--- src/hw/pcisp_pkg.sv ---
package pcisp_pkg;

   // Register indices; byte address is four times the index
   localparam logic [7:0] IDX_EXTDATA = 8'h0a;
   localparam logic [7:0] IDX_GPCMD = 8'h0b;
   localparam logic [7:0] IDX_STATUS = 8'h0c;
   localparam logic [7:0] IDX_MISC2 = 8'h1e;

   // Second miscellaneous control register fields
   localparam int MISC2_ALTCLK = 0;
   localparam int MISC2_GPMODE = 1;
   localparam int MISC2_PCIINT = 2;
   localparam int MISC2_HALVE = 4;
   localparam int MISC2_RING = 7;

   // Status register fields
   localparam int ST_APERR = 0;
   localparam int ST_DPERR = 1;
   localparam int ST_BUSY = 2;
   localparam int ST_SENSE1 = 3;
   localparam int ST_SENSE2 = 4;

   // Values after reset
   localparam logic [7:0] MISC2_RST = 8'h00;
   localparam logic [7:0] EXTDATA_RST = 8'h00;

   // Strobe timing, rounded up to whole cycles
   localparam int CLK_PERIOD_NS = 10;
   localparam int STB_NS = 40;
   localparam logic [3:0] STB_CYC = 4'((STB_NS + CLK_PERIOD_NS - 1) / CLK_PERIOD_NS);

   typedef enum logic [1:0] {GP_IDLE, GP_SETUP, GP_STROBE, GP_HOLD} pcisp_gp_e;

   // Byte address of a register index
   function automatic logic [11:0] reg_addr(input logic [7:0] idx);
      return {2'h0, idx, 2'h0};
   endfunction

   // Parity bit that makes the ones over data and command even
   function automatic logic even_par(input logic [31:0] ad, input logic [3:0] cbe);
      return ^{ad, cbe};
   endfunction

endpackage

--- src/hw/pcisp_gp_if.sv ---
interface pcisp_gp_if;
   logic start_out;
   logic start_in;
   logic [7:0] wdata;
   logic [3:0] nib_in;
   logic busy;
   logic in_done;
   logic [7:0] rdata;
   logic [3:0] nib_o;
   logic nib_oe;
   logic [1:0] stb_n;

   modport ctrl (output start_out, start_in, wdata, nib_in,
                 input busy, in_done, rdata, nib_o, nib_oe, stb_n);
   modport eng (input start_out, start_in, wdata, nib_in,
                output busy, in_done, rdata, nib_o, nib_oe, stb_n);
endinterface

--- src/hw/pcisp_sync.sv ---
module pcisp_sync #(parameter int W = 1)
(
   // Clock and reset
   input wire logic pclk,
   input wire logic presetn,
   // Data
   input wire logic [W-1:0] din,
   output logic [W-1:0] dout
);
   typedef struct packed {
      logic [W-1:0] s1;
      logic [W-1:0] s2;
   } pcisp_sync_s;

   pcisp_sync_s q;
   pcisp_sync_s d;

   // Two stages; only the second stage is read outside
   always_comb
   begin
      d.s1 = din;
      d.s2 = q.s1;
   end

   // Pure flops on the rising edge, so a stopped clock just freezes state
   always_ff @(posedge pclk or negedge presetn)
   begin
      if (!presetn)
      begin
         q <= '0;
      end
      else
      begin
         q <= d;
      end
   end

   assign dout = q.s2;
endmodule

--- src/hw/pcisp_gpbus.sv ---
module pcisp_gpbus
(
   // Clock and reset
   input wire logic pclk,
   input wire logic presetn,
   // Engine side of the nibble bus
   pcisp_gp_if.eng gp
);
   typedef struct packed {
      pcisp_pkg::pcisp_gp_e st;
      logic [3:0] cnt;
      logic nib;
      logic dir_in;
      logic [7:0] data;
      logic [3:0] nib_o;
      logic nib_oe;
      logic [1:0] stb_n;
      logic in_done;
   } pcisp_gp_s;

   pcisp_gp_s q;
   pcisp_gp_s d;

   // Two nibbles, low first, each under its own strobe
   always_comb
   begin
      d = q;
      d.in_done = 1'b0;
      case (q.st)
         pcisp_pkg::GP_IDLE:
         begin
            d.nib_oe = 1'b0;
            if (gp.start_out || gp.start_in)
            begin
               d.st = pcisp_pkg::GP_SETUP;
               d.nib = 1'b0;
               d.dir_in = gp.start_in;
               d.data = gp.wdata;
            end
         end
         pcisp_pkg::GP_SETUP:
         begin
            // Data is set on the same edge as the strobe falls
            d.nib_oe = !q.dir_in;
            d.nib_o = q.nib ? q.data[7:4] : q.data[3:0];
            d.st = pcisp_pkg::GP_STROBE;
            d.cnt = pcisp_pkg::STB_CYC - 4'h1;
            d.stb_n[q.nib] = 1'b0;
         end
         pcisp_pkg::GP_STROBE:
         begin
            if (q.cnt == 4'h0)
            begin
               d.st = pcisp_pkg::GP_HOLD;
               d.stb_n = 2'h3;
               if (q.dir_in)
               begin
                  if (q.nib)
                     d.data[7:4] = gp.nib_in;
                  else
                     d.data[3:0] = gp.nib_in;
               end
            end
            else
            begin
               d.cnt = q.cnt - 4'h1;
            end
         end
         default:
         begin
            // Hold cycle keeps data on the pins past the rising strobe
            if (q.nib)
            begin
               d.st = pcisp_pkg::GP_IDLE;
               d.in_done = q.dir_in;
            end
            else
            begin
               d.st = pcisp_pkg::GP_SETUP;
               d.nib = 1'b1;
            end
         end
      endcase
   end

   always_ff @(posedge pclk or negedge presetn)
   begin
      if (!presetn)
      begin
         q <= '{st: pcisp_pkg::GP_IDLE, stb_n: 2'h3, default: '0};
      end
      else
      begin
         q <= d;
      end
   end

   assign gp.busy = (q.st != pcisp_pkg::GP_IDLE);
   assign gp.in_done = q.in_done;
   assign gp.rdata = q.data;
   assign gp.nib_o = q.nib_o;
   assign gp.nib_oe = q.nib_oe;
   assign gp.stb_n = q.stb_n;
endmodule

--- src/hw/pcisp_pins.sv ---
// Behaviour
// - Parity is checked one clock after every address phase and every completed write data phase.
// - On reads parity is driven from the cycle after target ready until one after the phase ends.
// - The parity bit makes the ones across the 32 data lines and 4 command lines even.
// - All bus inputs except reset and interrupt lines are sampled on the rising clock edge.
// - The logic works at any bus clock rate up to 33 MHz, including a stopped clock.
// - The top interrupt pin carries ring indicate instead of a request when its select bit is set.
// - With its select bit set the second pin becomes an input clock for card timing while idle.
// - Interrupt pins carry requests; the four low pins run legacy active high or shared low.
// - The four middle pins form a nibble bus with two strobes moving the eight bit data register.
//
// Chosen here: register access over APB.
module pcisp_pins
(
   // APB slave
   input wire logic pclk,
   input wire logic presetn,
   input wire logic psel,
   input wire logic penable,
   input wire logic pwrite,
   input wire logic [11:0] paddr,
   input wire logic [31:0] pwdata,
   output logic [31:0] prdata,
   output logic pready,
   output logic pslverr,
   // Bus pins sampled for parity
   input wire logic [31:0] ad_i,
   input wire logic [3:0] cbe_n_i,
   input wire logic frame_n_i,
   input wire logic irdy_n_i,
   input wire logic par_i,
   output logic par_o,
   output logic par_oe,
   // Own target logic, same clock
   input wire logic tgt_read,
   input wire logic tgt_trdy,
   input wire logic [31:0] tgt_rdata,
   // Interrupt requests from card events, same clock
   input wire logic top_req,
   input wire logic second_req,
   input wire logic [3:0] mid_req,
   input wire logic [3:0] low_req,
   input wire logic ring_in,
   // Interrupt pins
   output logic top_irq_or_ring_out_o,
   output logic top_irq_or_ring_out_oe,
   input wire logic second_irq_or_alt_clock_i,
   output logic second_irq_or_alt_clock_o,
   output logic second_irq_or_alt_clock_oe,
   input wire logic [3:0] mid_irq_i,
   output logic [3:0] mid_irq_o,
   output logic [3:0] mid_irq_oe,
   output logic [3:0] legacy_irq_or_pci_line_o,
   output logic [3:0] legacy_irq_or_pci_line_oe,
   // Sense and strobe pins
   input wire logic sense_or_strobe_one_i,
   output logic sense_or_strobe_one_o,
   output logic sense_or_strobe_one_oe,
   input wire logic sense_or_strobe_two_i,
   output logic sense_or_strobe_two_o,
   output logic sense_or_strobe_two_oe,
   // Card timing tick
   output logic timer_tick
);
   typedef struct packed {
      logic pready;
      logic pslverr;
      logic [31:0] prdata;
      logic [7:0] misc2;
      logic [7:0] extdata;
      logic aperr;
      logic dperr;
      logic a_chk;
      logic d_chk;
      logic exp_par;
      logic wr_cyc;
      logic frame_prev;
      logic [1:0] trdy_dly;
      logic par_o;
      logic par_oe;
      logic top_o;
      logic top_oe;
      logic sec_o;
      logic sec_oe;
      logic [3:0] mid_o;
      logic [3:0] mid_oe;
      logic [3:0] low_o;
      logic [3:0] low_oe;
      logic [1:0] stb_o;
      logic stb_oe;
      logic alt_prev;
      logic div;
      logic tick;
      logic start_out;
      logic start_in;
   } pcisp_top_s;

   pcisp_top_s q;
   pcisp_top_s d;

   logic [31:0] ad_s;
   logic [3:0] cbe_s;
   logic frame_s;
   logic irdy_s;
   logic par_s;
   logic ring_s;
   logic alt_s;
   logic [3:0] mid_s;
   logic sense1_s;
   logic sense2_s;
   logic sel_misc2;
   logic sel_ext;
   logic sel_cmd;
   logic sel_stat;
   logic wr_acc;
   logic [31:0] rd_word;
   logic addr_ph;
   logic src;

   pcisp_gp_if gp ();

   ////////////////////////////////////////////////////////////////////////////
   // Every pin input passes two flops first
   pcisp_sync #(.W(47)) u_sync
   (
      .pclk(pclk),
      .presetn(presetn),
      .din({ad_i, cbe_n_i, frame_n_i, irdy_n_i, par_i, ring_in,
            second_irq_or_alt_clock_i, mid_irq_i, sense_or_strobe_one_i,
            sense_or_strobe_two_i}),
      .dout({ad_s, cbe_s, frame_s, irdy_s, par_s, ring_s, alt_s, mid_s,
             sense1_s, sense2_s})
   );

   // Nibble bus engine
   pcisp_gpbus u_gpbus
   (
      .pclk(pclk),
      .presetn(presetn),
      .gp(gp.eng)
   );

   assign gp.start_out = q.start_out;
   assign gp.start_in = q.start_in;
   assign gp.wdata = q.extdata;
   assign gp.nib_in = mid_s;

   ////////////////////////////////////////////////////////////////////////////
   // Address decode and read mux
   always_comb
   begin
      sel_misc2 = 1'b0;
      sel_ext = 1'b0;
      sel_cmd = 1'b0;
      sel_stat = 1'b0;
      if (paddr == pcisp_pkg::reg_addr(pcisp_pkg::IDX_MISC2))
         sel_misc2 = 1'b1;
      else if (paddr == pcisp_pkg::reg_addr(pcisp_pkg::IDX_EXTDATA))
         sel_ext = 1'b1;
      else if (paddr == pcisp_pkg::reg_addr(pcisp_pkg::IDX_GPCMD))
         sel_cmd = 1'b1;
      else if (paddr == pcisp_pkg::reg_addr(pcisp_pkg::IDX_STATUS))
         sel_stat = 1'b1;
   end

   assign rd_word = sel_misc2 ? {24'h0, q.misc2} :
                    sel_ext ? {24'h0, q.extdata} :
                    sel_stat ? {27'h0, sense2_s, sense1_s, gp.busy, q.dperr, q.aperr} :
                    32'h0;

   // Write commits only at the edge that completes the access
   assign wr_acc = psel && penable && q.pready && pwrite && !q.pslverr;

   // Address phase is the first cycle with frame low
   assign addr_ph = !frame_s && q.frame_prev;

   // Timing source: in clock mode, rising pin edges while the bus idles, else every clock
   assign src = (q.misc2[pcisp_pkg::MISC2_ALTCLK] && frame_s) ?
                (alt_s && !q.alt_prev) : 1'b1;

   ////////////////////////////////////////////////////////////////////////////
   // Next state
   always_comb
   begin
      d = q;
      d.start_out = 1'b0;
      d.start_in = 1'b0;

      // One wait state gives time to register read data
      if (psel && penable && !q.pready)
      begin
         d.pready = 1'b1;
         d.pslverr = !(sel_misc2 || sel_ext || sel_cmd || sel_stat);
         d.prdata = rd_word;
      end
      else
      begin
         d.pready = 1'b0;
         d.pslverr = 1'b0;
      end

      // Register writes; data writes while the nibble bus is busy are dropped
      if (wr_acc && sel_misc2)
      begin
         d.misc2 = pwdata[7:0];
      end
      else if (wr_acc && sel_ext && !gp.busy)
      begin
         d.extdata = pwdata[7:0];
         d.start_out = q.misc2[pcisp_pkg::MISC2_GPMODE];
      end
      else if (wr_acc && sel_cmd && !gp.busy)
      begin
         d.start_in = pwdata[0] && q.misc2[pcisp_pkg::MISC2_GPMODE];
      end
      if (gp.in_done)
         d.extdata = gp.rdata;

      // Parity check pipeline aligned with the synchronised pins
      d.frame_prev = frame_s;
      d.trdy_dly = {q.trdy_dly[0], tgt_trdy};
      d.a_chk = addr_ph;
      if (addr_ph)
         d.wr_cyc = cbe_s[0];
      d.d_chk = q.wr_cyc && !irdy_s && q.trdy_dly[1] && !addr_ph;
      d.exp_par = pcisp_pkg::even_par(ad_s, cbe_s);

      // Status flags: a new error wins over a clear in the same cycle
      d.aperr = (q.aperr && !(wr_acc && sel_stat && pwdata[pcisp_pkg::ST_APERR]))
                || (q.a_chk && (par_s != q.exp_par));
      d.dperr = (q.dperr && !(wr_acc && sel_stat && pwdata[pcisp_pkg::ST_DPERR]))
                || (q.d_chk && (par_s != q.exp_par));

      // Read parity follows target ready by one cycle
      d.par_oe = tgt_read && tgt_trdy;
      d.par_o = pcisp_pkg::even_par(tgt_rdata, cbe_s);

      // Card timing tick with optional halving
      d.alt_prev = alt_s;
      d.div = q.div ^ src;
      d.tick = q.misc2[pcisp_pkg::MISC2_HALVE] ? (src && q.div) : src;

      // Top pin: request or ring indicate
      d.top_oe = 1'b1;
      d.top_o = q.misc2[pcisp_pkg::MISC2_RING] ? ring_s : top_req;

      // Second pin turns input in clock mode
      d.sec_oe = !q.misc2[pcisp_pkg::MISC2_ALTCLK];
      d.sec_o = second_req && !q.misc2[pcisp_pkg::MISC2_ALTCLK];

      // Middle pins: requests or the nibble bus
      if (q.misc2[pcisp_pkg::MISC2_GPMODE])
      begin
         d.mid_o = gp.nib_o;
         d.mid_oe = {4{gp.nib_oe}};
         d.stb_o = gp.stb_n;
         d.stb_oe = 1'b1;
      end
      else
      begin
         d.mid_o = mid_req;
         d.mid_oe = 4'hf;
         d.stb_o = 2'h3;
         d.stb_oe = 1'b0;
      end

      // Low pins: shared active low, or legacy active high
      if (q.misc2[pcisp_pkg::MISC2_PCIINT])
      begin
         d.low_o = 4'h0;
         d.low_oe = low_req;
      end
      else
      begin
         d.low_o = low_req;
         d.low_oe = 4'hf;
      end
   end

   ////////////////////////////////////////////////////////////////////////////
   // State register; reset floats every driver
   always_ff @(posedge pclk or negedge presetn)
   begin
      if (!presetn)
      begin
         q <= '{misc2: pcisp_pkg::MISC2_RST, extdata: pcisp_pkg::EXTDATA_RST,
                frame_prev: 1'b1, stb_o: 2'h3, default: '0};
      end
      else
      begin
         q <= d;
      end
   end

   assign prdata = q.prdata;
   assign pready = q.pready;
   assign pslverr = q.pslverr;
   assign par_o = q.par_o;
   assign par_oe = q.par_oe;
   assign top_irq_or_ring_out_o = q.top_o;
   assign top_irq_or_ring_out_oe = q.top_oe;
   assign second_irq_or_alt_clock_o = q.sec_o;
   assign second_irq_or_alt_clock_oe = q.sec_oe;
   assign mid_irq_o = q.mid_o;
   assign mid_irq_oe = q.mid_oe;
   assign legacy_irq_or_pci_line_o = q.low_o;
   assign legacy_irq_or_pci_line_oe = q.low_oe;
   assign sense_or_strobe_one_o = q.stb_o[0];
   assign sense_or_strobe_two_o = q.stb_o[1];
   assign sense_or_strobe_one_oe = q.stb_oe;
   assign sense_or_strobe_two_oe = q.stb_oe;
   assign timer_tick = q.tick;
endmodule

--- config.mk ---
export PLATFORM = sky130hd
export DESIGN_NAME = pcisp_pins
export DESIGN_NICKNAME = d
export VERILOG_FILES = /design/src/hw/pcisp_pkg.sv /design/src/hw/pcisp_gp_if.sv /design/src/hw/pcisp_sync.sv /design/src/hw/pcisp_gpbus.sv /design/src/hw/pcisp_pins.sv
export SDC_FILE = /design/constraint.sdc
export NUM_CORES = 1
export LEC_CHECK = 0
export BUFFER_PORTS_ARGS = -buffer_cell sky130_fd_sc_hd__buf_4
export CORE_UTILIZATION = 45
export DETAILED_ROUTE_END_ITERATION = 8
export GPL_TIMING_DRIVEN = 1
export PLACE_DENSITY = 0.8
export SYNTH_ARGS = -nofsm -noshare
export SYNTH_HDL_FRONTEND = slang
export SYNTH_SLANG_ARGS = --single-unit
--- constraint.sdc ---
create_clock -name pclk -period 2.51 [get_ports pclk]
set_input_delay 0.251 -clock pclk [delete_from_list [all_inputs] [get_ports pclk]]
set_output_delay 0.251 -clock pclk [all_outputs]
set_load 0.05 [all_outputs]
* After elaboration in Yosys (flattened, before gate mapping)
Index checks and enable logic that the tools add are counted.
Word-level totals: output and inout port bits 61, word-level logic and storage cells 175, flip-flop bits (word level) 207
Operators by class: add/subtract/negate cells 1, bitwise gates (word level) 4, muxes and demuxes 47, magnitude comparators 2, equal/unequal tests 14, reductions and logical operators 65
Operators by type and width (number):
- 2-to-1 mux 8 bit | 9
- parity 36 bit | 2
- == test 12 x 6 -> 1 bit (second input constant) | 3
- logical AND 1 bit | 28
- 2-to-1 mux 1 bit | 20
- 2-to-1 mux 4 bit | 4
- case mux 8 bit (2 select lines) | 1
- == test 12 x 7 -> 1 bit (second input constant) | 1
- logical NOT 1 bit | 12
- AND reduction 2 bit | 6
- 2-to-1 mux 10 bit | 1
- inequality test 2 x 1 -> 1 bit (second input constant) | 5
- AND reduction 5 bit | 2
- nonzero test 2 bit | 5
- 2-to-1 mux 2 bit | 4
- case mux 4 bit (2 select lines) | 1
- logical OR 1 bit | 6
- case mux 2 bit (3 select lines) | 1
- 2-to-1 mux 5 bit | 1
- logical NOT 4 bit | 1
- inequality test 2 bit (second input constant) | 2
- case mux 1 bit (2 select lines) | 2
- case mux 2 bit (2 select lines) | 1
- subtractor 4 x 1 -> 4 bit (second input constant) | 1
- 14 further kinds | 14

* Longest topological paths before layout
Gate-level depths: netlist of the first run.
depth after elaboration 10, depth in mapped cells 7

* Hierarchy
From an unflattened synthesis of the first run, not the netlist that was laid out.
Second synthesis, totals: cells, all modules 522, area total of the unflattened synthesis 7270.7 um^2
By module, submodules not included:
- pcisp_pins | area an instance 3500.9 um^2, instances 1, seq. area each 1555.2 um^2, cells each 305
- pcisp_sync | area an instance 2352.3 um^2, instances 1, seq. area each 2352.3 um^2, cells each 94
- pcisp_gpbus | area an instance 1417.6 um^2, instances 1, seq. area each 603.1 um^2, cells each 123

* Worst setup path after synthesis of the first run
OpenSTA, ideal clock, no wires.
path type input to register, start input port paddr[9], end register q[47] (netlist name), library setup time 125 ps, data arrival time 1785 ps, slack 600 ps, stages 6, buffers on the path 1, required time 2385 ps, cell sequence or4_4 > nor4_4 > nand3_4 > nor2b_2 > buf_6 > mux2_4
On the way: cells in the longest elaborated chain, start to end 3
RTL lines:
- start: declaration | line pcisp_pins.sv:21 | input wire logic [11:0] paddr,
- == test 12 x 7 -> 1 bit | line pcisp_pins.sv:156 | if (paddr == pcisp_pkg::reg_addr(pcisp_pkg::IDX_MISC2))
- 2-to-1 mux 1 bit | line pcisp_pins.sv:156
- logical AND 1 bit | line pcisp_pins.sv:203 | if (wr_acc && sel_misc2)
- end signal: assignment | line pcisp_pins.sv:286 | q <= '{misc2: pcisp_pkg::MISC2_RST, extdata: pcisp_pkg::EXTDATA_RST,
- end: declaration | line pcisp_pins.sv:98 | pcisp_top_s q;
Every way passes these cells. A chain may end at the register's enable or synchronous reset.

* Worst setup path after layout of the first run
start register u_gpbus.q[22] (netlist name), end register u_gpbus.q, in the netlist u_gpbus.gp.rdata[2]
On the way: cells in the longest elaborated chain, start to end 3
RTL lines:
- start: declaration | line pcisp_gpbus.sv:21 | pcisp_gp_s q;
- start signal: assignment | line pcisp_gpbus.sv:90 | q <= '{st: pcisp_pkg::GP_IDLE, stb_n: 2'h3, default: '0};
- start signal: assignment | line pcisp_gpbus.sv:94 | q <= d;
- == test 2 bit / logical NOT 2 bit (equally long branches) | line pcisp_gpbus.sv:29 | case (q.st)
- inequality test 2 bit (no line) (tied with other cells)
- AND reduction 5 bit (no line)
Several ways; a longest one is shown, not always the timed one.

==> results of run 1 <==
-- cell families (layout without fill, tap and decap cells) --
kind of cell,Yosys count,after routing
other cells,2,25
buf+inv,69,247
simple gates,104,104
flops,180,180
xor+xnor,67,67
fa+ha+maj,8,8
compound gates,63,63
mux,37,37
-- cell usage after synthesis, types with 2 or more instances --
master	n
a21oi_1	19
a22o_1	12
a22oi_1	4
and2_1	2
buf_1	2
buf_2	2
buf_4	49
clkbuf_1	8
conb_1	2
dfrtp_1	175
dfstp_2	5
ha_1	8
inv_1	7
mux2_2	16
mux2_4	8
mux2i_1	13
nand2_1	36
nand2b_1	10
nand3_1	2
nand3b_1	2
nor2_1	25
nor2b_1	7
nor3_1	6
nor4_1	2
o21ai_0	6
o21ai_1	8
o31ai_1	8
xnor2_1	57
xnor3_1	2
xor2_1	8
-- cells in the final DEF (no fill, tap or decap), types with 3 or more instances in the layout --
cell type,n
a22o_1,12
mux2_4,8
a22oi_1,4
clkinvlp_4,4
clkbuf_16,17
nor2b_1,7
clkinv_4,3
o21ai_0,6
inv_1,7
buf_4,156
nor2_1,25
nor3_1,6
dlygate4sd3_1,49
o21ai_1,8
nand2_1,36
a21oi_1,19
xor2_1,8
conb_1,25
mux2i_1,13
o31ai_1,8
mux2_2,16
dfstp_2,5
dfrtp_1,175
ha_1,8
xnor2_1,57
nand2b_1,10
-- layer usage --
layer	track usage [%]	vias up
li1	-	2059
met1	22.1	2127
met2	31.9	139
met3	4.65	19
met4	8.75	0
met5	0	-
-- final timing paths --
check / slack [ns] / from / end
max in group asynchronous: 1.38 / presetn / legacy_irq_or_pci_line_oe[2]
setup / recovery: 0.45 / u_gpbus.q[22] / u_gpbus.gp.rdata[2]
hold / removal: 0.04 / low_req[1] / legacy_irq_or_pci_line_oe[1]
min in group asynchronous: 0.41 / presetn / u_gpbus.gp.rdata[1]
setup reg to reg: 0.45 / u_gpbus.q[22] / u_gpbus.gp.rdata[2]
hold reg to reg: 0.35 / u_sync.d[33] / u_sync.dout[33]
-- area by class of cell --
class,count,area (um2)
fillers,1187,5950
flip-flops and latches,180,4510
multi-input cells,304,2190
inverters,7,26.3
repair buffers,208,1710
clock buffers,19,453
well taps,211,264
clock inverters,13,150
-- power breakdown --
part | internal, mW | switching (mW) | leakage, nW
logic | 0.432 | 0.433 | 1.78
registers | 3.03 | 0.0441 | 2.19
clock network | 1.53 | 1.10 | 0.284
total | 4.99 | 1.58 | 4.24
-- what timing repair did --
action                     4_1_cts  5_1_grt
buffers inserted                 0        0
gates resized for setup          0        0
hold endpoints to repair       109        0
setup endpoints to repair        0        0
hold buffers                    49        0
-- sequential cells by signal, summed over array words and instances, names as in the netlist, 2 cells and up --
name / count
u_gpbus.gp.rdata: 8
u_sync.dout: 47
mid_irq_o: 4
q: 18
legacy_irq_or_pci_line_o: 4
gp.wdata: 8
u_sync.d: 47
u_gpbus.q: 8
u_gpbus.gp.stb_n: 2
prdata: 8
u_gpbus.gp.nib_o: 4
legacy_irq_or_pci_line_oe: 4
==> qor.csv, run 1 <==
stage;metric;value;unit
critical_path;crit_chain;inv_1 -> ha_1 -> nor2_1 -> a22o_1 -> mux2_2;
clock_network;h-tree-depth;4;
detailed_routing;dr_wl_met2;7080;um
detailed_routing;routed_wirelength;13800;um
global_routing;track_usage;18.6;%
final_layout;postLayoutCoreUtil;61.0;%
pwr;ir_worst_vdd;519;uV
detailed_routing;highest_layer;met4;
timing;tightest_slew;0.704;ns
timing;finalSetupViolCount;0;
global_routing;grt_pass1_wl;22700;um
synthesis;synthXorXnorAreaFrac;8.69;%
synthesis;synth-simple-area-share;7.56;%
synthesis;synth_area_leader_cell;dfrtp_1;
detailed_routing;m1WireLength;5750;um
final_layout;final_cell_area;9310;um2
critical_path;path_class;register to register;
detailed_routing;first_pass_iters;4;
clock_network;cts_sinks;180;
clock_network;cts_tree;built;
placement;dp.cells;861;
final_layout;num_antenna_cells;0;
timing;slew_violations;0;
synthesis;synthMuxAreaShare;6.09;%
job;max_cap_viol_count;0;
detailed_routing;post-route-drc-count;0;
synthesis;synthAdderAreaFrac;1.42;%
timing;fin_ws;0.454;ns
synthesis;yosysWarnings;0;
status;status;completed;
placement;postPlaceCellArea;8220;um2
timing;fmax;486;MHz
floorplanning;core;15300;um2
detailed_routing;routedWlPerCell;14.7;um
timing;min_period_over_period;81.9;%
final_layout;final_cell_count_no_fill;942;
pwr;leakagePower;4.24;nW
detailed_routing;drt_iter0_drc;218;
synthesis;synth_edf_count;0;
critical_path;critPathSlowestCell;ha_1;
synthesis;synthTopCellsByArea;dfrtp_1, xnor2_1, buf_4, mux2_2, nand2_1;
placement;dp.final_hpwl;9640;um
critical_path;crit_family;adder cells;
synthesis;synth_top_area_share;61.9;%
detailed_routing;viasPerCell;4.61;
timing;whs;0.0353;ns
clock_network;clk_path_buf_depth;2;
final_layout;drive_gt1_share;31.2;%
global_routing;first_global_vias;4721;
timing;rsz0062_at_grt;false;
timing;min_period;2.06;ns
floorplanning;die_w;127;um
placement;pre_cts_slack;0.307;ns
synthesis;synth_top_family_by_area;XOR/XNOR gates;
synthesis;ys_seq_area_share;63.8;%
synthesis;async_flop_share;100;%
detailed_routing;wl_met3;691;um
timing;hold_viol_final;0;
synthesis;synth_cell_types;49;
critical_path;cp-end-kind;register;
critical_path;required;2.81;ns
critical_path;r2r_cells;5;
timing;slew_headroom;52.9;%
critical_path;critPathLaunchType;register;
critical_path;crit_buf_inv;1;
critical_path;path_depth;5;
final_layout;syn2layout_area_growth;31.7;%
floorplanning;die-area;16200;um2
synthesis;ys_seq_elements;180;
synthesis;netlist_instances;530;
floorplanning;num_io_pins;201;
placement;portBuffers;152;
placement;globalplace.congestion;0.872;
floorplanning;die_h;127;um
final_layout;fin_nets;866;
clock_network;clk_latency;0.42;ns
critical_path;crit_arrival;2.36;ns
synthesis;ys.flop_type;dfrtp_1;
synthesis;synth-compound-area-share;5.93;%
detailed_routing;postRouteAntennaNets;0;
pwr;p_per_area;706;nW/um2
global_routing;grt_max_degree;70;
critical_path;cpPeakStageDelay;0.54;ns
global_routing;antenna_found_initial;0;
critical_path;critPathMaxFanout;14;
clock_network;cts-root-buf;clkbuf_16;
detailed_routing;dr_total_vias;4344;
timing;fin_skew;0.00632;ns
floorplanning;num_rows;45;
hold_path;worstHoldPathCells;2;
clock_network;clk_pin_slew_worst_paths;0.06;ns
global_routing;grt_overflow;0;
synthesis;synthesis.area;7070;um2
floorplanning;start_util;46.3;%
pwr;power;6.57;mW
clock_network;cts_made_buffers;17;
hold_path;hp-class;primary input to register;
timing;final.setup.tns;0;ns
synthesis;avgSynthCellArea;13.3;um2
No activity file was read; power rests on OpenSTA's default activity.
==> run 2, diff against run 1 <==
--- a/config.mk
+++ b/config.mk
@@ -9,7 +9,7 @@
 export CORE_UTILIZATION = 45
 export DETAILED_ROUTE_END_ITERATION = 8
 export GPL_TIMING_DRIVEN = 1
-export PLACE_DENSITY = 0.8
+export PLACE_DENSITY = 0.82
 export SYNTH_ARGS = -nofsm -noshare
 export SYNTH_HDL_FRONTEND = slang
 export SYNTH_SLANG_ARGS = --single-unit
==> constraint.sdc (replaced) <==
create_clock -name pclk -period 1.8 [get_ports pclk]
set_input_delay 0.18 -clock pclk [delete_from_list [all_inputs] [get_ports pclk]]
set_output_delay 0.18 -clock pclk [all_outputs]
set_load 0.05 [all_outputs]
==> run 2 against run 1 <==
Compared with the run above:
- largest cell class unchanged
- core utilization grew 2.6 points
- non-clock buffer count is 32 higher
- via count grew 4.5%
- sequential share of layout area is 2.0 points lower
==> qor.csv, run 2 (synthesized netlist as in run 1, its figures left out) <==
stage;metric;value;unit
critical_path;crit_arrival;2.01;ns
global_routing;grt_pass1_wl;23800;um
floorplanning;num_rows;45;
clock_network;clk_pin_slew_worst_paths;0.07;ns
timing;min_period;1.70;ns
final_layout;fin_nets;898;
placement;portBuffers;152;
pwr;leakagePower;4.42;nW
timing;hold_viol_final;0;
clock_network;clk_path_buf_depth;2;
floorplanning;start_util;46.3;%
placement;dp.final_hpwl;10300;um
timing;slew_violations;0;
critical_path;timing.rr.end;u_gpbus.gp.rdata[7];
critical_path;critPathMaxFanout;4;
detailed_routing;dr_total_vias;4541;
job;max_cap_viol_count;0;
placement;postPlaceCellArea;8340;um2
detailed_routing;post-route-drc-count;0;
floorplanning;die-area;16200;um2
detailed_routing;postRouteAntennaNets;0;
critical_path;crit_path_end;u_gpbus.gp.rdata[7];
timing;tightest_slew;0.538;ns
floorplanning;num_io_pins;201;
critical_path;required;2.11;ns
critical_path;cpPeakStageDelay;0.41;ns
timing;rsz0062_at_grt;false;
hold_path;hp-class;primary input to register;
clock_network;clk_latency;0.43;ns
global_routing;first_global_vias;4735;
clock_network;h-tree-depth;4;
critical_path;r2r_cells;7;
clock_network;cts_made_buffers;17;
detailed_routing;viasPerCell;4.67;
final_layout;drive_gt1_share;32.4;%
critical_path;crit_chain;inv_2 -> ha_4 -> nor3b_4 -> nand3_1 -> nand2_1 -> nand2_2 -> mux2_2;
hold_path;worstHoldStart;paddr[2];
final_layout;syn2layout_area_growth;37.2;%
floorplanning;core;15300;um2
critical_path;rrSetupSlack;0.1;ns
critical_path;cp-end-kind;register;
critical_path;r2r_start;u_gpbus.q[18];
placement;globalplace.congestion;0.783;
critical_path;path_class;register to register;
critical_path;critPathSlowestCell;dfrtp_1;
critical_path;startpoint;u_gpbus.q[18];
final_layout;final_cell_area;9700;um2
clock_network;cts_sinks;180;
clock_network;cts_tree;built;
final_layout;final_cell_count_no_fill;973;
pwr;p_per_area;971;nW/um2
pwr;power;9.41;mW
floorplanning;die_h;127;um
timing;slew_headroom;64.0;%
floorplanning;die_w;127;um
final_layout;num_antenna_cells;0;
status;status;completed;
detailed_routing;first_pass_iters;6;
placement;dp.cells;872;
final_layout;final_cell_mix;dfrtp_1, buf_4, dlygate4sd3_1;
timing;whs;0.0285;ns
detailed_routing;drt_iter0_drc;188;
critical_path;critPathLaunchType;register;
global_routing;grt_max_degree;48;
global_routing;grt_overflow;0;
pwr;ir_worst_vdd;854;uV
final_layout;mostFrequentLayoutCell;dfrtp_1;
global_routing;track_usage;19.8;%
global_routing;antenna_found_initial;0;
timing;finalSetupViolCount;0;
detailed_routing;routed_wirelength;14800;um
clock_network;cts-root-buf;clkbuf_16;
detailed_routing;routedWlPerCell;15.2;um
timing;fmax;587;MHz
timing;min_period_over_period;94.6;%
timing;fin_skew;0.00533;ns
==> run 2: power by group <==
| group | leakage, nW | internal (mW) | switching (mW) | total (mW) |
|---|---|---|---|---|
| Clock | 0.294 | 2.33 | 1.54 | 3.87 |
| Combinational | 1.95 | 0.636 | 0.616 | 1.25 |
| Sequential | 2.19 | 4.22 | 0.0677 | 4.29 |
| Total | 4.42 | 7.19 | 2.22 | 9.41 |
==> run 2: worst max-delay path, delay by kind of cell (launching register included) <==
kind	cells	cell delay (ns)
multiplexers	1	0.30
AND/OR/NAND/NOR	4	0.59
buffers and inverters	1	0.11
flip-flops	1	0.41
adder cells (fa/ha/maj)	1	0.15
==> run 2: metal layers <==
metal / track usage, % / wire length, um / up-vias
met5: 0 / 0 / -
met3: 6.03 / 950 / 24
met2: 32.9 / 7500 / 169
li1: - / - / 2123
met4: 8.33 / 301 / 0
met1: 24.0 / 6040 / 2225
==> run 2: through the flow <==
step	setup TNS, ns	util, %	setup slack [ns]
finish	0	63.6	0.0972
global route	0	63.6	0.00808
CTS	0	63.3	0.0216
detailed placement	-1.17	54.7	-0.126
global placement	-0.671	54.7	-0.0845
floorplan	-0.316	-	-0.0394
==> run 2: how the worst min path moves through the flow <==
stage                        end  cells after the start
finish               gp.start_in                      3
detailed placement  mid_irq_o[1]                      1
floorplan                  d[31]                      0
global route               q[48]                      2
global placement    mid_irq_o[2]                      1
CTS                  gp.start_in                      3
==> run 2: repair_timing <==
| item | in CTS | in global routing |
|---|---|---|
| buffers inserted | 0 | 2 |
| gates resized for setup | 2 | 7 |
| endpoints found under the hold margin | 109 | 0 |
| hold buffers | 68 | 0 |
| setup endpoints to repair | 6 | 10 |
| gates cloned | 0 | 0 |
==> run 2: layout make-up <==
| type | count | area, um2 |
|---|---|---|
| clock buffers | 17 | 425 |
| clock inverters | 14 | 201 |
| fillers | 1134 | 5560 |
| inverters | 7 | 26.3 |
| multi-input cells | 304 | 2230 |
| flip-flops and latches | 180 | 4510 |
| well taps | 211 | 264 |
| repair buffers | 240 | 2040 |
